## config.mk

```make
export PLATFORM = sky130hd
export DESIGN_NAME = apclm_top
export DESIGN_NICKNAME = d
export VERILOG_FILES = /design/src/rtl/apclm_pkg.sv /design/src/rtl/apclm_top.sv
export VERILOG_INCLUDE_DIRS = /design/src /design/src/rtl
export SDC_FILE = /design/constraint.sdc
export NUM_CORES = 1
export LEC_CHECK = 0
export BUFFER_PORTS_ARGS = -buffer_cell sky130_fd_sc_hd__buf_4
export CAP_MARGIN = 25
export CORE_MARGIN = 2
export CORE_UTILIZATION = 50
export CTS_CLUSTER_DIAMETER = 60
export DETAILED_ROUTE_END_ITERATION = 16
export PLACE_DENSITY = 0.82
export SLEW_MARGIN = 20
export SYNTH_ARGS = -nofsm -noshare
export SYNTH_HDL_FRONTEND = slang
export SYNTH_SLANG_ARGS = --single-unit
```

## constraint.sdc

```tcl
create_clock -name pclk -period 5.36 [get_ports pclk]
set_input_delay 1.072 -clock pclk [delete_from_list [all_inputs] [get_ports pclk]]
set_output_delay 1.072 -clock pclk [all_outputs]
set_load 0.05 [all_outputs]
```

## src/rtl/apclm_regs.svh

```systemverilog
`ifndef APCLM_REGS_SVH
`define APCLM_REGS_SVH

// Register byte offsets
`define APCLM_CLKCHK_OFS      8'h00
`define APCLM_STATUS_OFS      8'h04
`define APCLM_INTMASK_OFS     8'h08
`define APCLM_LOOPBACK_OFS    8'h0c
`define APCLM_GLOBAL_OFS      8'h10
`define APCLM_SLOTS_OFS       8'h14
`define APCLM_TXCLK_OFS       8'h18
`define APCLM_PINFUNC_OFS     8'h1c
`define APCLM_PINDIR_OFS      8'h20

// Clock check control fields
`define APCLM_MIN_LSB         0
`define APCLM_MAX_LSB         16
`define APCLM_CNT_LSB         24
// Status and mask bit
`define APCLM_FAIL_BIT        0
// Loopback control fields
`define APCLM_LB_EN_BIT       0
`define APCLM_LB_ORD_BIT      1
`define APCLM_LB_MODE_LSB     2
// Global control bits
`define APCLM_G_RXHF_BIT      0
`define APCLM_G_RXRUN_BIT     1
`define APCLM_G_TXRUN_BIT     2
// Slot count fields
`define APCLM_TXSLOT_LSB      0
`define APCLM_RXSLOT_LSB      16
// Transmit clock control tx_rx_select_a select bit
`define APCLM_TX_RX_SELECT_A_BIT       6

// Reset values
`define APCLM_MIN_RST         8'h00
`define APCLM_MAX_RST         8'hff
`define APCLM_MASK_RST        1'b0
`define APCLM_TX_RX_SELECT_A_RST       1'b1
`define APCLM_SLOT_RST        9'h000

// Counts and limits
`define APCLM_WINDOW_EDGES    6'h20
`define APCLM_TDM_MIN_SLOTS   9'h002
`define APCLM_TDM_MAX_SLOTS   9'h020
`define APCLM_LB_MODE_TXCLK   2'b01

`endif

```

## src/rtl/apclm_pkg.sv

```systemverilog
package apclm_pkg;

    // Number of serializers handled by the router
    localparam int APCLM_NSER = 4;

    // Clock source selection of the receive section
    typedef enum logic [1:0] {
        apclm_rxclk_own,
        apclm_rxclk_from_tx
    } apclm_rxclk_t;

    typedef logic [7:0] apclm_count_t;
    typedef logic [8:0] apclm_slots_t;

endpackage

```

## src/rtl/apclm_top.sv

```systemverilog
`timescale 1ns/1ps
`default_nettype none
`include "apclm_regs.svh"

module apclm_top
    import apclm_pkg::*;
(
    // System clock and resets
    input  wire logic                  pclk,
    input  wire logic                  presetn,
    input  wire logic                  psc_reset_n,
    // APB slave
    input  wire logic                  psel,
    input  wire logic                  penable,
    input  wire logic                  pwrite,
    input  wire logic [7:0]            paddr,
    input  wire logic [31:0]           pwdata,
    output logic      [31:0]           prdata,
    output logic                       pready,
    output logic                       pslverr,
    // Interrupt
    output logic                       irq,
    // Clock pins from the converters
    input  wire logic                  rx_hf_clock,
    input  wire logic                  tx_bclk_pin,
    input  wire logic                  tx_fs_pin,
    input  wire logic                  rx_bclk_pin,
    input  wire logic                  rx_fs_pin,
    // Serializer side
    input  wire logic [APCLM_NSER-1:0] ser_tx_data,
    output logic      [APCLM_NSER-1:0] ser_rx_data,
    output logic                       rx_bclk_used,
    output logic                       rx_fs_used,
    output logic                       rx_section_run,
    output logic                       tx_section_run,
    // Serial data pins
    input  wire logic [APCLM_NSER-1:0] ser_pin_in,
    output logic      [APCLM_NSER-1:0] ser_pin_out,
    output logic      [APCLM_NSER-1:0] ser_pin_oe
);

    // Combined asynchronous reset
    wire logic rst_n;
    assign rst_n = presetn & psc_reset_n;

    // Software registers
    apclm_count_t              rx_count_min_limit;
    apclm_count_t              rx_count_max_limit;
    apclm_count_t              rx_window_count;
    logic                      rx_clock_fail_flag;
    logic                      fail_mask;
    logic                      loopback_enable;
    logic                      loopback_order;
    logic [1:0]                loopback_mode;
    logic [2:0]                global_control_reg;
    apclm_slots_t              tx_slot_count_field;
    apclm_slots_t              rx_slot_count_field;
    logic                      tx_rx_select_a;
    logic [APCLM_NSER-1:0]     pin_function_select;
    logic [APCLM_NSER-1:0]     pin_direction_select;

    // Synchronisers for pins and the monitored clock
    logic [1:0]                hf_sync;
    logic                      hf_prev;
    logic [1:0]                txb_sync;
    logic [1:0]                txf_sync;
    logic [1:0]                rxb_sync;
    logic [1:0]                rxf_sync;
    logic                      rxb_prev;
    logic                      txb_prev;
    logic [APCLM_NSER-1:0]     pin_s1;
    logic [APCLM_NSER-1:0]     pin_s2;

    // Monitor state
    apclm_count_t              live_count;
    logic [5:0]                edge_count;

    // APB decode
    wire logic                 apb_access;
    wire logic                 apb_done;
    wire logic                 apb_wr;
    wire logic                 hit_clkchk;
    wire logic                 hit_status;
    wire logic                 hit_mask;
    wire logic                 hit_loop;
    wire logic                 hit_global;
    wire logic                 hit_slots;
    wire logic                 hit_txclk;
    wire logic                 hit_func;
    wire logic                 hit_dir;
    wire logic                 hit_any;
    logic      [31:0]          read_mux;

    assign apb_access = psel & penable;
    assign apb_done   = apb_access & pready;
    assign apb_wr     = apb_done & pwrite;
    assign hit_clkchk = (paddr == `APCLM_CLKCHK_OFS);
    assign hit_status = (paddr == `APCLM_STATUS_OFS);
    assign hit_mask   = (paddr == `APCLM_INTMASK_OFS);
    assign hit_loop   = (paddr == `APCLM_LOOPBACK_OFS);
    assign hit_global = (paddr == `APCLM_GLOBAL_OFS);
    assign hit_slots  = (paddr == `APCLM_SLOTS_OFS);
    assign hit_txclk  = (paddr == `APCLM_TXCLK_OFS);
    assign hit_func   = (paddr == `APCLM_PINFUNC_OFS);
    assign hit_dir    = (paddr == `APCLM_PINDIR_OFS);
    assign hit_any    = hit_clkchk | hit_status | hit_mask | hit_loop | hit_global
                      | hit_slots | hit_txclk | hit_func | hit_dir;

    // Read data selection, stored count is read-only
    always_comb begin
        read_mux = 32'h0000_0000;
        if (hit_clkchk) begin
            read_mux[`APCLM_MIN_LSB +: 8] = rx_count_min_limit;
            read_mux[`APCLM_MAX_LSB +: 8] = rx_count_max_limit;
            read_mux[`APCLM_CNT_LSB +: 8] = rx_window_count;
        end else if (hit_status) begin
            read_mux[`APCLM_FAIL_BIT] = rx_clock_fail_flag;
        end else if (hit_mask) begin
            read_mux[`APCLM_FAIL_BIT] = fail_mask;
        end else if (hit_loop) begin
            read_mux[`APCLM_LB_EN_BIT]        = loopback_enable;
            read_mux[`APCLM_LB_ORD_BIT]       = loopback_order;
            read_mux[`APCLM_LB_MODE_LSB +: 2] = loopback_mode;
        end else if (hit_global) begin
            read_mux[2:0] = global_control_reg;
        end else if (hit_slots) begin
            read_mux[`APCLM_TXSLOT_LSB +: 9] = tx_slot_count_field;
            read_mux[`APCLM_RXSLOT_LSB +: 9] = rx_slot_count_field;
        end else if (hit_txclk) begin
            read_mux[`APCLM_TX_RX_SELECT_A_BIT] = tx_rx_select_a;
        end else if (hit_func) begin
            read_mux[APCLM_NSER-1:0] = pin_function_select;
        end else if (hit_dir) begin
            read_mux[APCLM_NSER-1:0] = pin_direction_select;
        end
    end

    // APB answer, one wait state per access
    always_ff @(posedge pclk or negedge rst_n) begin
        if (!rst_n) begin
            pready  <= 1'b0;
            prdata  <= 32'h0000_0000;
            pslverr <= 1'b0;
        end else begin
            pready  <= apb_access & ~pready;
            prdata  <= (apb_access & ~pready & ~pwrite) ? read_mux : 32'h0000_0000;
            pslverr <= apb_access & ~pready & ~hit_any;
        end
    end

    // Writable control registers
    always_ff @(posedge pclk or negedge rst_n) begin
        if (!rst_n) begin
            rx_count_min_limit   <= `APCLM_MIN_RST;
            rx_count_max_limit   <= `APCLM_MAX_RST;
            fail_mask            <= `APCLM_MASK_RST;
            loopback_enable      <= 1'b0;
            loopback_order       <= 1'b0;
            loopback_mode        <= 2'b00;
            global_control_reg   <= 3'h0;
            tx_slot_count_field  <= `APCLM_SLOT_RST;
            rx_slot_count_field  <= `APCLM_SLOT_RST;
            tx_rx_select_a       <= `APCLM_TX_RX_SELECT_A_RST;
            pin_function_select  <= {APCLM_NSER{1'b1}};
            pin_direction_select <= {APCLM_NSER{1'b0}};
        end else if (apb_wr) begin
            if (hit_clkchk) begin
                rx_count_min_limit <= pwdata[`APCLM_MIN_LSB +: 8];
                rx_count_max_limit <= pwdata[`APCLM_MAX_LSB +: 8];
            end else if (hit_mask) begin
                fail_mask <= pwdata[`APCLM_FAIL_BIT];
            end else if (hit_loop) begin
                loopback_enable <= pwdata[`APCLM_LB_EN_BIT];
                loopback_order  <= pwdata[`APCLM_LB_ORD_BIT];
                loopback_mode   <= pwdata[`APCLM_LB_MODE_LSB +: 2];
            end else if (hit_global) begin
                global_control_reg <= pwdata[2:0];
            end else if (hit_slots) begin
                tx_slot_count_field <= pwdata[`APCLM_TXSLOT_LSB +: 9];
                rx_slot_count_field <= pwdata[`APCLM_RXSLOT_LSB +: 9];
            end else if (hit_txclk) begin
                tx_rx_select_a <= pwdata[`APCLM_TX_RX_SELECT_A_BIT];
            end else if (hit_func) begin
                pin_function_select <= pwdata[APCLM_NSER-1:0];
            end else if (hit_dir) begin
                pin_direction_select <= pwdata[APCLM_NSER-1:0];
            end
        end
    end

    // Two-flop synchronisers, second stage feeds logic
    always_ff @(posedge pclk or negedge rst_n) begin
        if (!rst_n) begin
            hf_sync  <= 2'b00;
            txb_sync <= 2'b00;
            txf_sync <= 2'b00;
            rxb_sync <= 2'b00;
            rxf_sync <= 2'b00;
            pin_s1   <= {APCLM_NSER{1'b0}};
            pin_s2   <= {APCLM_NSER{1'b0}};
        end else begin
            hf_sync  <= {hf_sync[0], rx_hf_clock};
            txb_sync <= {txb_sync[0], tx_bclk_pin};
            txf_sync <= {txf_sync[0], tx_fs_pin};
            rxb_sync <= {rxb_sync[0], rx_bclk_pin};
            rxf_sync <= {rxf_sync[0], rx_fs_pin};
            pin_s1   <= ser_pin_in;
            pin_s2   <= pin_s1;
        end
    end

    // Clock monitor decode
    wire logic  hf_rise;
    wire logic  monitor_on;
    wire logic  window_end;
    wire logic  min_fail;
    wire logic  max_fail;
    wire logic  fail_event;
    wire logic  fail_clear;
    assign hf_rise    = hf_sync[1] & ~hf_prev;
    assign monitor_on = global_control_reg[`APCLM_G_RXHF_BIT];
    assign window_end = monitor_on & hf_rise & (edge_count == (`APCLM_WINDOW_EDGES - 6'h01));
    assign min_fail   = window_end & (live_count < rx_count_min_limit);
    assign max_fail   = monitor_on & (live_count > rx_count_max_limit);
    assign fail_event = min_fail | max_fail;
    assign fail_clear = apb_wr & hit_status & pwdata[`APCLM_FAIL_BIT];

    // Window counters, live count saturates
    always_ff @(posedge pclk or negedge rst_n) begin
        if (!rst_n) begin
            hf_prev         <= 1'b0;
            edge_count      <= 6'h00;
            live_count      <= 8'h00;
            rx_window_count <= 8'h00;
        end else begin
            hf_prev <= hf_sync[1];
            if (!monitor_on) begin
                edge_count <= 6'h00;
                live_count <= 8'h00;
            end else if (window_end) begin
                edge_count      <= 6'h00;
                live_count      <= 8'h01;
                rx_window_count <= live_count;
            end else begin
                if (hf_rise) begin
                    edge_count <= edge_count + 6'h01;
                end
                if (live_count != 8'hff) begin
                    live_count <= live_count + 8'h01;
                end
            end
        end
    end

    // Sticky failure flag, set wins over clear
    always_ff @(posedge pclk or negedge rst_n) begin
        if (!rst_n) begin
            rx_clock_fail_flag <= 1'b0;
        end else if (fail_event) begin
            rx_clock_fail_flag <= 1'b1;
        end else if (fail_clear) begin
            rx_clock_fail_flag <= 1'b0;
        end
    end

    // Interrupt output
    always_ff @(posedge pclk or negedge rst_n) begin
        if (!rst_n) begin
            irq <= 1'b0;
        end else begin
            irq <= rx_clock_fail_flag & fail_mask;
        end
    end

    // Loopback qualification
    wire logic        tx_tdm;
    wire logic        rx_tdm;
    wire logic        lb_active;
    wire apclm_rxclk_t rx_clk_src;
    assign tx_tdm     = (tx_slot_count_field >= `APCLM_TDM_MIN_SLOTS)
                      & (tx_slot_count_field <= `APCLM_TDM_MAX_SLOTS);
    assign rx_tdm     = (rx_slot_count_field >= `APCLM_TDM_MIN_SLOTS)
                      & (rx_slot_count_field <= `APCLM_TDM_MAX_SLOTS);
    assign lb_active  = loopback_enable & tx_tdm & rx_tdm;
    assign rx_clk_src = (lb_active && loopback_mode == `APCLM_LB_MODE_TXCLK)
                      ? apclm_rxclk_from_tx : apclm_rxclk_own;

    // Serializer routing per lane
    logic [APCLM_NSER-1:0] next_rx_data;
    genvar gi;
    generate
        for (gi = 0; gi < APCLM_NSER; gi = gi + 1) begin : g_lane
            wire logic looped;
            if (gi % 2 == 0) begin : g_even
                if (gi + 1 < APCLM_NSER) begin : g_pair
                    assign looped = loopback_order ? 1'b0 : ser_tx_data[gi+1];
                end else begin : g_last
                    assign looped = 1'b0;
                end
            end else begin : g_odd
                assign looped = loopback_order ? ser_tx_data[gi-1] : 1'b0;
            end
            assign next_rx_data[gi] = lb_active ? looped : pin_s2[gi];
        end
    endgenerate

    // Serializer and pin outputs
    always_ff @(posedge pclk or negedge rst_n) begin
        if (!rst_n) begin
            ser_rx_data <= {APCLM_NSER{1'b0}};
            ser_pin_out <= {APCLM_NSER{1'b0}};
            ser_pin_oe  <= {APCLM_NSER{1'b0}};
        end else begin
            ser_rx_data <= next_rx_data;
            ser_pin_out <= ser_tx_data;
            ser_pin_oe  <= ~pin_function_select & pin_direction_select;
        end
    end

    // Receive clock and frame sync selection
    always_ff @(posedge pclk or negedge rst_n) begin
        if (!rst_n) begin
            rx_bclk_used <= 1'b0;
            rx_fs_used   <= 1'b0;
        end else begin
            rx_bclk_used <= (rx_clk_src == apclm_rxclk_from_tx) ? txb_sync[1] : rxb_sync[1];
            rx_fs_used   <= (rx_clk_src == apclm_rxclk_from_tx) ? txf_sync[1] : rxf_sync[1];
        end
    end

    // Section run bits follow only on serial clock edges
    wire logic rx_bclk_rise;
    wire logic tx_bclk_rise;
    assign rx_bclk_rise = rx_bclk_used & ~rxb_prev;
    assign tx_bclk_rise = txb_sync[1] & ~txb_prev;
    always_ff @(posedge pclk or negedge rst_n) begin
        if (!rst_n) begin
            rxb_prev       <= 1'b0;
            txb_prev       <= 1'b0;
            rx_section_run <= 1'b0;
            tx_section_run <= 1'b0;
        end else begin
            rxb_prev <= rx_bclk_used;
            txb_prev <= txb_sync[1];
            if (rx_bclk_rise) begin
                rx_section_run <= global_control_reg[`APCLM_G_RXRUN_BIT];
            end
            if (tx_bclk_rise) begin
                tx_section_run <= global_control_reg[`APCLM_G_TXRUN_BIT];
            end
        end
    end

endmodule // apclm_top

`default_nettype wire

```

==> impl_metrics.py <==
metrics = {
    "global_routing": {
        "grt_pass1_wl_um": 20400,
        "grt_max_degree": 49,
        "grt_overflow": 0,
        "grt_usage_pct": 20.4,
        "antenna_found_initial": 0,
        "grt_pass1_vias": 4074,
    },
    "timing": {
        "worst_pin_slew_ns": 0.909,
        "slew_violations": 0,
        "setup_viol": 0,
        "holdWs_ns": 0.346,
        "min_period_ns": 2.66,
        "hold_viol": 0,
        "tns_ns": 0,
        "min_period_over_period_pct": 49.7,
        "finalWorstSetupSlack_ns": 2.70,
        "relSlewSlack_pct": 39.1,
        "rsz0062_at_grt": "no",
        "fin_worst_skew_ns": 0.00728,
        "clock.fmax_ghz": 0.375,
    },
    "synthesis": {
        "synth_area_leaders": "dfrtp_1, mux2_2, dfstp_2",
        "async_flop_share_pct": 100,
        "synth-edff-count": 0,
        "synthFlopType": "dfrtp_1",
        "syn_inst": 472,
        "netlist_area_um2": 6100,
        "synth_warnings": 0,
        "avgSynthCellArea_um2": 12.9,
        "ys_seq_elements": 139,
        "yosysTopAreaCellShare_pct": 51.7,
        "synth.distinct_cells": 62,
        "synth.largest_area_cell": "dfrtp_1",
        "yosysSeqAreaShare_pct": 57.3,
    },
    "clock_tree": {
        "cts-buffers-inserted": 17,
        "insertion_delay_ns": 0.43,
        "cts_tree": "built",
        "clock-root-buffer": "clkbuf_16",
        "cts.clk_slew.worst_paths_ns": 0.06,
        "cts_buffer_depth": 2,
        "cts.hold.buffers_added": 0,
        "cts_resized": 0,
        "htreeDepth": 4,
        "cts_sinks": 139,
        "cts_setup_buffers": 0,
    },
    "setup_path": {
        "critical_path.top_delay_family": "simple AND/OR/NAND/NOR gates",
        "cp_slowest_cell": "or4_1",
        "crit_arrival_ns": 2.98,
        "r2r_end": "ser_rx_data[0]",
        "r2r-start": "rx_slot_count_field[8]",
        "cp.depth": 5,
        "reg2reg_depth": 4,
        "reg2reg_slack_ns": 2.99,
        "cp_num_buf_inv": 1,
        "crit_chain": "buf_4, or4_1, nor4_4, nand3_1, mux2_2",
        "critPathMaxStageDelay_ns": 0.76,
        "crit_type": "in2reg",
        "worstSetupStartpointType": "input pin",
        "worstPathRequired_ns": 5.67,
        "end_kind": "flop",
        "critPathMaxFanout": 6,
    },
    "layout": {
        "syn_to_final_growth_pct": 21.1,
        "fin_util_pct": 61.8,
        "n_fill_cell": 906,
        "layout-drive-gt1-share_pct": 37.4,
        "final_nets": 641,
        "final_cells": 725,
        "reg.largest.list": "prdata x25, rx_slot_count_field x9, tx_slot_count_field x9",
        "top_register": "prdata",
        "n_antenna_cell": 0,
        "largest_register_ffs": 25,
        "final_cell_area_um2": 7390,
    },
    "place": {
        "place_hpwl_um": 8730,
        "pre_cts_ws_ns": 2.28,
        "place_inst": 693,
        "gp_congestion": 0.860,
        "placed_area_um2": 6840,
        "place.port_buffers": 88,
    },
    "job": {
        "cap_viol_max_count": 0,
    },
    "power": {
        "total_power_mw": 2.28,
        "p_leak_nw": 3.56,
        "powerDensity_nw_per_um2": 309,
        "vdd_drop_max_uv": 232,
    },
    "min_path": {
        "hp-class": "reg2reg",
        "hold_path.startpoint": "pin_s1[1]",
        "hold_depth": 0,
        "min_to": "pin_s2[1]",
    },
    "routing": {
        "final_antenna_net_count": 0,
        "wl_per_cell_um": 17.5,
        "dr.pass1.iters": 8,
        "wl_um": 12700,
        "dr_total_vias": 4083,
        "drtIter0Drc": 317,
        "drc": 0,
        "drt-vias-per-instance": 5.63,
    },
    "floorplanning": {
        "die_w_um": 114,
        "row_count": 40,
        "core_um2": 12000,
        "io-pin-count": 110,
        "die-area_um2": 13100,
        "start_util_pct": 51.0,
        "dieHeight_um": 114,
    },
    "outcome": {
        "status": "finished, final reports clean",
    },
}
==> synth_stat cells, types with 9 or more instances <==
| cell type | instances |
|---|---|
| a21oi_1 | 9 |
| a22oi_1 | 13 |
| and2_1 | 9 |
| dfrtp_1 | 126 |
| dfstp_2 | 13 |
| ha_1 | 17 |
| inv_1 | 19 |
| mux2_2 | 45 |
| mux2_4 | 20 |
| mux2i_1 | 11 |
| nand2_1 | 18 |
| nand2b_1 | 11 |
| nand3_1 | 12 |
| nor2_1 | 35 |
| nor2b_1 | 11 |
==> final cells by class <==
cell class                      instances  area [um^2]  area share, %
Clock inverter                         14          120           1.63
Clock buffer                           18          429           5.81
Multi-Input combinational cell        297         2410           32.6
Inverter                               19         71.3          0.965
Timing Repair Buffer                   91          683           9.24
Sequential cell                       139         3490           47.3
Tap cell                              147          184           2.49
==> where the power goes <==
| group | internal (mW) | total (mW) | switching, mW | leakage [nW] |
|---|---|---|---|---|
| clock | 0.636 | 1.09 | 0.454 | 0.263 |
| sequential | 1.06 | 1.07 | 0.00558 | 1.82 |
| combinational | 0.0403 | 0.120 | 0.0794 | 1.48 |
| total | 1.74 | 2.28 | 0.539 | 3.56 |
==> kinds of logic after synthesis <==
group / after synthesis / synth area share (%)
fa+ha+maj: 17 / 3.49
buf+inv: 42 / 3.67
simple gates: 136 / 13.1
other cells: 1 / 0.0615
compound gates: 53 / 6.03
flops: 139 / 57.3
xor+xnor: 7 / 1.00
mux: 77 / 15.4
==> cells in the final DEF (no fill, tap or decap), drive strengths merged, types with 4 or more instances in the layout <==
master | Yosys | final
nand3 | 13 | 13
ha | 17 | 17
nand2 | 19 | 19
a22oi | 13 | 13
nor3 | 5 | 5
nor2 | 38 | 38
clkinv | 0 | 6
and2 | 9 | 9
nor4 | 6 | 6
conb | 1 | 7
clkbuf | 6 | 18
nor2b | 11 | 11
dfstp | 13 | 13
nand4 | 5 | 5
nand2b | 11 | 11
xor2 | 4 | 4
dfrtp | 126 | 126
o21ai | 8 | 8
clkinvlp | 0 | 4
inv | 19 | 22
mux2i | 11 | 11
buf | 17 | 91
a21oi | 9 | 9
mux2 | 65 | 65
==> worst reg2reg max path: cells and delay by family, from the launching register on <==
| family | cells | cell delay (ns) |
|---|---|---|
| mux | 1 | 0.38 |
| simple gates | 3 | 1.48 |
| flops | 1 | 0.40 |
==> metal layers <==
| layer | share of wire [%] | GRT usage (%) | up-vias |
|---|---|---|---|
| met3 | 5.4 | 5.51 | 25 |
| met1 | 43 | 26.4 | 2068 |
| met2 | 49 | 32.2 | 139 |
| met4 | 2.1 | 9.19 | 0 |
| met5 | 0 | 0 | - |
| li1 | - | - | 1851 |
==> how the worst max path moves through the flow <==
| stage | startpoint | to | slack (ns) |
|---|---|---|---|
| final | paddr[1] | pin_direction_select[3] | 2.70 |
| after global routing | pwrite | prdata[2] | 2.60 |
| after CTS | paddr[5] | rx_count_min_limit[6] | 2.72 |
| after detailed placement | paddr[5] | rx_count_min_limit[6] | 2.28 |
| after global placement | paddr[1] | pin_direction_select[2] | 2.33 |
| after floorplan | presetn | edge_count[0] | 2.03 |
(Power assumes the default switching activity.)
